## src/common/ebc_pkg.sv

```systemverilog
package ebc_pkg;
    localparam int ADDR_W      = 16;
    localparam int NUM_SEL     = 4;
    localparam int SYNC_STAGES = 2;
    localparam logic [0:0] OE_DRIVE   = 1'h0;
    localparam logic [0:0] OE_RELEASE = 1'h1;
    localparam logic [0:0] STROBE_IDLE = 1'h1;
    localparam logic [0:0] STROBE_ACT  = 1'h0;
    localparam logic [ADDR_W-1:0] ADDR_RESET = 16'h0000;
    typedef enum logic [1:0] {
        EBC_RESET,
        EBC_OWNED,
        EBC_GRANTED
    } ebc_bus_state_t;
endpackage

```

## src/hw/ebc_region_decode.sv

```systemverilog
`timescale 1ns/10ps
`default_nettype none
module ebc_region_decode
    import ebc_pkg::*;
#(
    parameter int AW = ADDR_W,
    parameter int NS = NUM_SEL
) (
    input  wire logic [AW-1:0]    addr,
    input  wire logic             mem_n,
    input  wire logic             io_n,
    input  wire logic [NS*AW-1:0] lo_bound,
    input  wire logic [NS*AW-1:0] hi_bound,
    input  wire logic [NS-1:0]    is_io,
    output logic      [NS-1:0]    hit
);
    ////////////////////////////////////////////////////////////////////////
    // lowest index wins on overlap, like a fixed-priority decoder
    always_comb begin
        logic taken;
        taken = 1'h0;
        hit   = '0;
        for (int i = 0; i < NS; i++) begin
            if (!taken
                && ((is_io[i] && !io_n) || (!is_io[i] && !mem_n))
                && addr >= lo_bound[i*AW +: AW]
                && addr <= hi_bound[i*AW +: AW]) begin
                hit[i] = 1'h1;
                taken  = 1'h1;
            end
        end
    end
endmodule
`default_nettype wire

```

## src/hw/ebc_bus_pins.sv

```systemverilog
`timescale 1ns/10ps
`default_nettype none
// Behaviour
// memory request low on memory access
// memory request released in reset, input when granted
// write strobe low on processor write
// memory or I/O space chosen by request pins
// write strobe tristated whole grant
// read strobe low on read, tristated when granted
// four region selects from configured ranges
// region selects still driven while granted
// address pins driven in normal operation
// address pins become inputs when granted
// region selects decoded from pin address levels
module ebc_bus_pins
    import ebc_pkg::*;
#(
    parameter int AW = ADDR_W,
    parameter int NS = NUM_SEL
) (
    input  wire logic             clk,
    input  wire logic             rst,
    input  wire logic             bus_grant,
    input  wire logic [AW-1:0]    cpu_addr,
    input  wire logic             cpu_mem,
    input  wire logic             cpu_io,
    input  wire logic             cpu_rd,
    input  wire logic             cpu_wr,
    input  wire logic             cpu_instr,
    input  wire logic [NS*AW-1:0] region_lo,
    input  wire logic [NS*AW-1:0] region_hi,
    input  wire logic [NS-1:0]    region_is_io,
    input  wire logic [AW-1:0]    addr_pin_i,
    input  wire logic             memory_request_n_i,
    input  wire logic             io_request_n_i,
    output logic      [AW-1:0]    addr_pin_o,
    output logic      [AW-1:0]    addr_pin_oe_n,
    output logic                  memory_request_n_o,
    output logic                  memory_request_n_oe_n,
    output logic                  io_request_n_o,
    output logic                  read_n_o,
    output logic                  read_n_oe_n,
    output logic                  write_n_o,
    output logic                  write_n_oe_n,
    output logic                  instruction_read_n,
    output logic      [NS-1:0]    region_select_n
);
    ////////////////////////////////////////////////////////////////////////
    // pin inputs synchronised; first stage read only by second
    logic [AW-1:0] addr_s1_reg,  addr_s2_reg;
    logic          memory_request_n_s1_reg,  memory_request_n_s2_reg;
    logic          ioreq_s1_reg, ioreq_s2_reg;
    logic          grant_s1_reg, grant_s2_reg;

    always_ff @(posedge clk) begin
        addr_s1_reg  <= addr_pin_i;
        addr_s2_reg  <= addr_s1_reg;
        memory_request_n_s1_reg  <= memory_request_n_i;
        memory_request_n_s2_reg  <= memory_request_n_s1_reg;
        ioreq_s1_reg <= io_request_n_i;
        ioreq_s2_reg <= ioreq_s1_reg;
        grant_s1_reg <= bus_grant;
        grant_s2_reg <= grant_s1_reg;
    end

    ////////////////////////////////////////////////////////////////////////
    // a grant already up as reset lifts skips ownership: no drive fight
    ebc_bus_state_t state_reg, state_next;

    always_comb begin
        case (state_reg)
            EBC_RESET:   state_next = grant_s2_reg ? EBC_GRANTED : EBC_OWNED;
            EBC_OWNED:   state_next = grant_s2_reg ? EBC_GRANTED : EBC_OWNED;
            EBC_GRANTED: state_next = grant_s2_reg ? EBC_GRANTED : EBC_OWNED;
            default:     state_next = EBC_RESET;
        endcase
    end

    always_ff @(posedge clk) begin
        if (rst) begin
            state_reg <= EBC_RESET;
        end else begin
            state_reg <= state_next;
        end
    end

    logic own_next;
    assign own_next = (state_next == EBC_OWNED);

    ////////////////////////////////////////////////////////////////////////
    // output enables; all released in reset and while granted
    always_ff @(posedge clk) begin
        if (rst) begin
            addr_pin_oe_n         <= {AW{OE_RELEASE}};
            memory_request_n_oe_n <= OE_RELEASE;
            read_n_oe_n           <= OE_RELEASE;
            write_n_oe_n          <= OE_RELEASE;
        end else begin
            addr_pin_oe_n         <= {AW{~own_next}};
            memory_request_n_oe_n <= ~own_next;
            read_n_oe_n           <= ~own_next;
            write_n_oe_n          <= ~own_next;
        end
    end

    ////////////////////////////////////////////////////////////////////////
    // strobes; held idle when not owned so a regain starts clean
    always_ff @(posedge clk) begin
        if (rst || !own_next) begin
            addr_pin_o         <= AW'(ADDR_RESET);
            memory_request_n_o <= STROBE_IDLE;
            io_request_n_o     <= STROBE_IDLE;
            read_n_o           <= STROBE_IDLE;
            write_n_o          <= STROBE_IDLE;
            instruction_read_n <= STROBE_IDLE;
        end else begin
            addr_pin_o         <= cpu_addr;
            memory_request_n_o <= ~cpu_mem;
            io_request_n_o     <= ~(cpu_io && !cpu_mem);
            read_n_o           <= ~(cpu_rd && (cpu_mem || cpu_io));
            write_n_o          <= ~(cpu_wr && (cpu_mem || cpu_io));
            instruction_read_n <= ~(cpu_instr && cpu_mem && cpu_rd);
        end
    end

    ////////////////////////////////////////////////////////////////////////
    // decode from pin levels: trades two cycles of lag for one source
    logic [NS-1:0] hit;

    ebc_region_decode #(.AW(AW), .NS(NS)) u_decode (
        .addr     (addr_s2_reg),
        .mem_n    (memory_request_n_s2_reg),
        .io_n     (ioreq_s2_reg),
        .lo_bound (region_lo),
        .hi_bound (region_hi),
        .is_io    (region_is_io),
        .hit      (hit)
    );

    always_ff @(posedge clk) begin
        if (rst) begin
            region_select_n <= {NS{STROBE_IDLE}};
        end else begin
            region_select_n <= ~hit;
        end
    end
endmodule
`default_nettype wire

```

## config.mk

```make
export PLATFORM = sky130hd
export DESIGN_NAME = ebc_bus_pins
export DESIGN_NICKNAME = d
export VERILOG_FILES = /design/src/common/ebc_pkg.sv /design/src/hw/ebc_region_decode.sv /design/src/hw/ebc_bus_pins.sv
export SDC_FILE = /design/constraint.sdc
export NUM_CORES = 1
export LEC_CHECK = 0
export ABC_AREA = 1
export BUFFER_PORTS_ARGS = -buffer_cell sky130_fd_sc_hd__buf_2
export CORE_MARGIN = 1.5
export CORE_UTILIZATION = 49
export DETAILED_ROUTE_END_ITERATION = 10
export PLACE_DENSITY = 0.82
export SYNTH_ARGS = -nofsm -noshare
export SYNTH_HDL_FRONTEND = slang
export SYNTH_SLANG_ARGS = --single-unit
```

## constraint.sdc

```tcl
create_clock -name clk -period 1.9 [get_ports clk]
set_clock_uncertainty 0.1 [all_clocks]
set_input_delay 0.19 -clock clk [delete_from_list [all_inputs] [get_ports clk]]
set_output_delay 0.19 -clock clk [all_outputs]
set_load 0.005 [all_outputs]
```

Word level (Yosys, flattened, before mapping) --
Cells that the tools add are included.
Word-level totals: flip-flop bits (word level) 67, bits in latches 0, bits in writable memories 0, bits in read-only memories 0, input port bits 174, word-level logic and storage cells 87, memories kept 0
Operators by class: add/sub/neg operators 0, multipliers 0, divide/modulo/power cells 0, magnitude comparators 8, eq/ne operators 3, shift-type cells 0, mux-type cells 8, bitwise gates (word level) 7, reduce and logical (&&, ||, !) cells 43
Operator list (number):
- 16-bit greater-or-equal comparator | 4
- 16-bit <= comparator | 4
- 1-bit logical AND | 24
- 1-bit zero test | 11
- 1-bit logical OR | 6
- 1-bit two-way mux | 6
- 1-bit inverter | 6
- 2-bit by 1-bit == test with 1-bit output, second input constant | 2
- 2-bit two-way mux | 2
- 4-bit inverter | 1
- 3-bit OR reduction | 1
- 2-bit == test, second input constant | 1
- 2-bit zero test | 1

Depth between registers and ports, before layout --
depth after elaboration 22, mapped depth 17, gate-level depth less buffers 17

Hierarchy --
A second synthesis with hierarchy kept.
Unflattened totals: cell total of the unflattened synthesis 701, area total of the unflattened synthesis 5211.2 um2
Modules (own cells, without submodules):
- ebc_region_decode | instances 1, cells an instance 560, area each 3439.5 um2, sequential area each 0.0 um2
- ebc_bus_pins | instances 1, cells an instance 141, area each 1771.7 um2, sequential area each 1321.3 um2

Worst setup path after synthesis --
Ideal clock, no wire load.
kind reg-to-reg, start point register addr_s2_reg[7], end point register region_select_n[3], arrival time 1502 ps, data required time 1680 ps, path slack 178 ps, cell stages (with the launch flop) 13, period minus slack after synthesis 1722 ps, path through dfxtp_1 -> ha_1 -> nand2_1 -> nor2_2 -> and2_1 -> nor2_1 -> nand2_1 -> nand2_1 -> a21oi_2 -> nand2_1 -> o21ai_2 -> nor3_1 -> nand2_1
On the way: longest elaborated chain between the ends 20
Ends and longest elaborated chain:
- start, declared | RTL line ebc_bus_pins.sv:50 | logic [AW-1:0] addr_s1_reg, addr_s2_reg;
- start signal, assigned | RTL line ebc_bus_pins.sv:57 | addr_s2_reg <= addr_s1_reg;
- 16-bit greater-or-equal comparator | RTL line ebc_region_decode.sv:26 | && addr >= lo_bound[i*AW +: AW]
- 1-bit logical AND | RTL line ebc_region_decode.sv:26
- 1-bit logical AND | RTL line ebc_region_decode.sv:27 | && addr <= hi_bound[i*AW +: AW]) begin
- 1-bit two-way mux | RTL line ebc_region_decode.sv:24 | if (!taken
- 1-bit zero test | RTL line ebc_region_decode.sv:24
- 1-bit logical AND | RTL line ebc_region_decode.sv:25 | && ((is_io[i] && !io_n) || (!is_io[i] && !mem_n))
- 1-bit logical AND | RTL line ebc_region_decode.sv:26
- 1-bit logical AND | RTL line ebc_region_decode.sv:27
- (+4 left out)
- 1-bit logical AND | RTL line ebc_region_decode.sv:27
- 1-bit two-way mux | RTL line ebc_region_decode.sv:24
- 1-bit zero test | RTL line ebc_region_decode.sv:24
- 1-bit logical AND | RTL line ebc_region_decode.sv:25
- 1-bit logical AND | RTL line ebc_region_decode.sv:26
- 1-bit logical AND * | RTL line ebc_region_decode.sv:27
- 1-bit two-way mux * | RTL line ebc_region_decode.sv:24
- 4-bit inverter * | RTL line ebc_bus_pins.sv:144 | region_select_n <= ~hit;
- end signal, assigned | RTL line ebc_bus_pins.sv:142 | region_select_n <= {NS{STROBE_IDLE}};
- end signal, assigned | RTL line ebc_bus_pins.sv:144
- end, declared | RTL line ebc_bus_pins.sv:46 | output logic [NS-1:0] region_select_n
Mark *: on every way between the ends. The rest lies on a longest branch, timed or not. A chain may end at the register's enable or synchronous reset.

Final worst setup path --
Same ends and word-level chain as after synthesis.

==> metrics.md <==
| Metric | Value |
|---|---|
| Status | complete, no violations |
| Post-CTS setup buffers | 0 |
| Utilization of the core after routing | 69.3% |
| Syn Nets | 995 |
| Die W | 105 um |
| Minimum clock period | 1.86 ns |
| M1 wire length | 5740 um |
| Die Height | 105 um |
| Initial antenna violation count | 0 |
| RSZ-0062 raised after global routing | yes |
| RePlAce Congestion | 0.881 |
| Yosys top cell by area | ha_1 |
| Worst Hold Class | in2reg |
| WP data arrival | 2.00 ns |
| Switching power | 0.00118 W |
| Ant diodes | 0 |
| Fmax achieved | 538 MHz |
| Final worst-path cycle share | 97.8% |
| Uppermost layer routed | met4 |
| Die Area | 11100 um^2 |
| Layout cell share with drive strength beyond 1 | 30.8% |
| Final number of setup-violating endpoints | 0 |
| Area contributors post-synth | ha_1, dfxtp_1, inv_1 |
| First-pass GRT wire length | 22600 um |
| Initial Util | 50.1% |
| Library cells used by synthesis | 28 |
| DP Area | 6340 um^2 |
| WS Path Type | reg2reg |
| Switching portion of total power | 31.0% |
| Clock power frac | 31.9% |
| Seq/Total Area, Yosys | 25.8% |
| Largest net degree at the start of global routing | 20 |
| Routed wl met2 | 6960 um |
| Post-route ant nets | 0 |
| Max VDD drop | 0.613 mV |
| Synthesized instance count | 693 |
| CTS Buffer Depth | 2 |
| Critical path startpoint | addr_s2_reg[7]$_DFF_P_ |
| Vias/cell | 4.68 |
| # nets final | 1259 |
| Pwr per Cell Area | 535 nW/um^2 |
| Hold_ws | 0.143 ns |
| FF-to-FF path depth | 11 |
| Yosys warns | 0 |
| Gate power share | 28.2% |
| Seq pwr share | 39.9% |
| GR Overflow Total | 0 |
| Rows | 37 |
| Final Hold Viols | 0 |
| FF+latch count, synth | 66 |
| CP endpoint | region_select_n[3]$_SDFF_PP1_ |
| Clock tree sinks | 66 |
| Worst-Skew Late Latency | 0.34 ns |
| Metal3 WL | 1120 um |
| Port Buf Inserts | 217 |
| LEAKAGE | 4.25 nW |
| Crit path launch type | flop |
| Final wirelength | 14100 um |
| Worst-Margin Slew | 0.423 ns |
| Layout Area Growth over Synthesis | 38.3% |
| Root buffer cell | clkbuf_8 |
| DP Wirelength | 10900 um |
| Total Power | 0.00379 W |
| Gr usage total | 25.7% |
| Number of global-route vias before repair | 5282 |
| Max-Cap Viols | 0 |
| CP Data Required Time | 2.04 ns |
| Num CTS Buffers | 9 |
| Top cell type's share of synthesized area | 31.3% |
| Ports | 218 |
| Average size of a mapped cell | 7.39 um^2 |
| FF-to-FF End | region_select_n[3]$_SDFF_PP1_ |
| 1st-pass router iterations | 4 |
| Vias post-DR | 5144 |
| H-tree depth | 3 |
| Avg WL per Cell | 12.9 um |
| Clk slew on worst S/H paths | 0.08 ns |
| P_int | 0.00262 W |
| Cell area after layout | 7090 um^2 |
| CTS tree | built |
| Slew margin rel. | 71.5% |
| Worst reg-to-reg setup slack | 0.04 ns |
| DRC errors left | 0 |
| Initial DRC count | 127 |
| Core ar. | 10200 um^2 |
| Reg2Reg Launch Point | addr_s2_reg[7]$_DFF_P_ |
| Post-Syn Area | 5120 um^2 |
| Critical Path End Type | flop |
| Final Slew Violations | 0 |
| Worst-path maximum fanout | 8 |
-- critical path, stage by stage, from the launching register on --
cell     delay [ns]
dfxtp_4        0.38
ha_1           0.32
a21oi_2        0.19
nand2_2        0.06
nor2_1         0.09
nand2_1        0.06
nand2_1        0.09
a21oi_2        0.05
nand2_1        0.09
o21ai_2        0.07
nor3_1         0.18
nand2_1        0.07
-- stage by stage --
step	setup WS (ns)	instances	setup TNS [ns]
3_5_place_dp	-0.0624	1040	-0.127
6_report	0.0413	1098	0
3_3_place_gp	-0.0512	1040	-0.0512
2_1_floorplan	0.178	693	0
5_1_grt	-0.0488	1098	-0.0488
4_1_cts	0.0126	1098	0
-- cells by family (layout without fill, tap and decap cells) --
| family | count (synthesis) | in the layout | synth area share, % |
|---|---|---|---|
| flops | 66 | 66 | 25.8 |
| compound gates | 98 | 98 | 10.3 |
| fa+ha+maj | 128 | 128 | 31.3 |
| simple gates | 206 | 206 | 17.1 |
| buf+inv | 195 | 464 | 15.6 |
-- routing by layer --
metal  vias up  GRT usage (%)
met4         0           10.6
met2       176           47.5
li1       2709              -
met3        27           6.31
met5         -              0
met1      2232           27.8
-- what timing repair did --
item                       in CTS  in global routing
pin swaps                       0                 10
resized for setup              11                 36
setup endpoints to repair       3                  5
hold endpoints to repair       41                  0
hold buffers                   42                  0
-- Yosys cell counts --
| master | number |
|---|---|
| nand3b_1 | 1 |
| nor4_2 | 3 |
| and2_1 | 1 |
| dfxtp_1 | 66 |
| nand2_2 | 1 |
| a211oi_1 | 1 |
| nor3_2 | 1 |
| inv_2 | 5 |
| o21ai_0 | 23 |
| a21oi_1 | 60 |
| clkbuf_1 | 1 |
| buf_4 | 18 |
| o21ai_2 | 1 |
| nor2_2 | 1 |
| a21o_1 | 2 |
| inv_1 | 171 |
| nand4_1 | 9 |
| nand3_2 | 2 |
| nand2_4 | 1 |
| a21oi_2 | 3 |
| ha_1 | 128 |
| nor2_1 | 50 |
| o211ai_1 | 3 |
| o21ai_1 | 3 |
| nand3_1 | 7 |
| o21a_1 | 2 |
| nor3_1 | 6 |
| nand2_1 | 123 |
-- how the worst min path moves through the flow --
stage	from	endpoint	slack, ns	cells past startpoint
global placement	bus_grant	grant_s1_reg$_DFF_P_	0.19	1
detailed placement	addr_pin_i[9]	addr_s1_reg[9]$_DFF_P_	0.19	1
CTS	region_is_io[3]	region_select_n[3]$_SDFF_PP1_	0.12	5
finish	region_is_io[2]	region_select_n[2]$_SDFF_PP1_	0.14	5
floorplan	addr_pin_i[0]	addr_s1_reg[0]$_DFF_P_	0.12	0
global route	region_is_io[3]	region_select_n[3]$_SDFF_PP1_	0.15	5
-- power by group through the flow --
stage / sequential (W) / combinational [W] / clock [W]
2_1_floorplan: 0.00153 / 0.000593 / 0
3_3_place_gp: 0.00154 / 0.000920 / 0
3_5_place_dp: 0.00155 / 0.000954 / 0
4_1_cts: 0.00152 / 0.00103 / 0.00123
5_1_grt: 0.00152 / 0.00123 / 0.00128
6_report: 0.00151 / 0.00107 / 0.00121
-- layout make-up --
| class | count | area, um^2 |
|---|---|---|
| multi-input combinational | 432 | 3080 |
| tap | 136 | 170 |
| fill | 881 | 3140 |
| timing repair buffer | 272 | 1600 |
| inverter | 176 | 663 |
| clock inverter | 6 | 65.1 |
| sequential | 66 | 1370 |
| clock buffer | 10 | 138 |
-- layout by cell type (no fill, tap or decap), types with 4 or more instances in the layout --
cell type and count:
clkbuf_8 10, nor2_1 47, a21oi_2 9, nand3_1 6, buf_2 217, o21ai_1 4, nand2_1 121, dfxtp_1 50
nor3_1 6, inv_1 169, buf_4 13, nor2_2 4, o21ai_0 22, nand4_1 9, a21oi_1 54, dlygate4sd3_1 42
dfxtp_2 6, ha_1 126, dfxtp_4 10, inv_2 6
(Power assumes the default switching activity.)
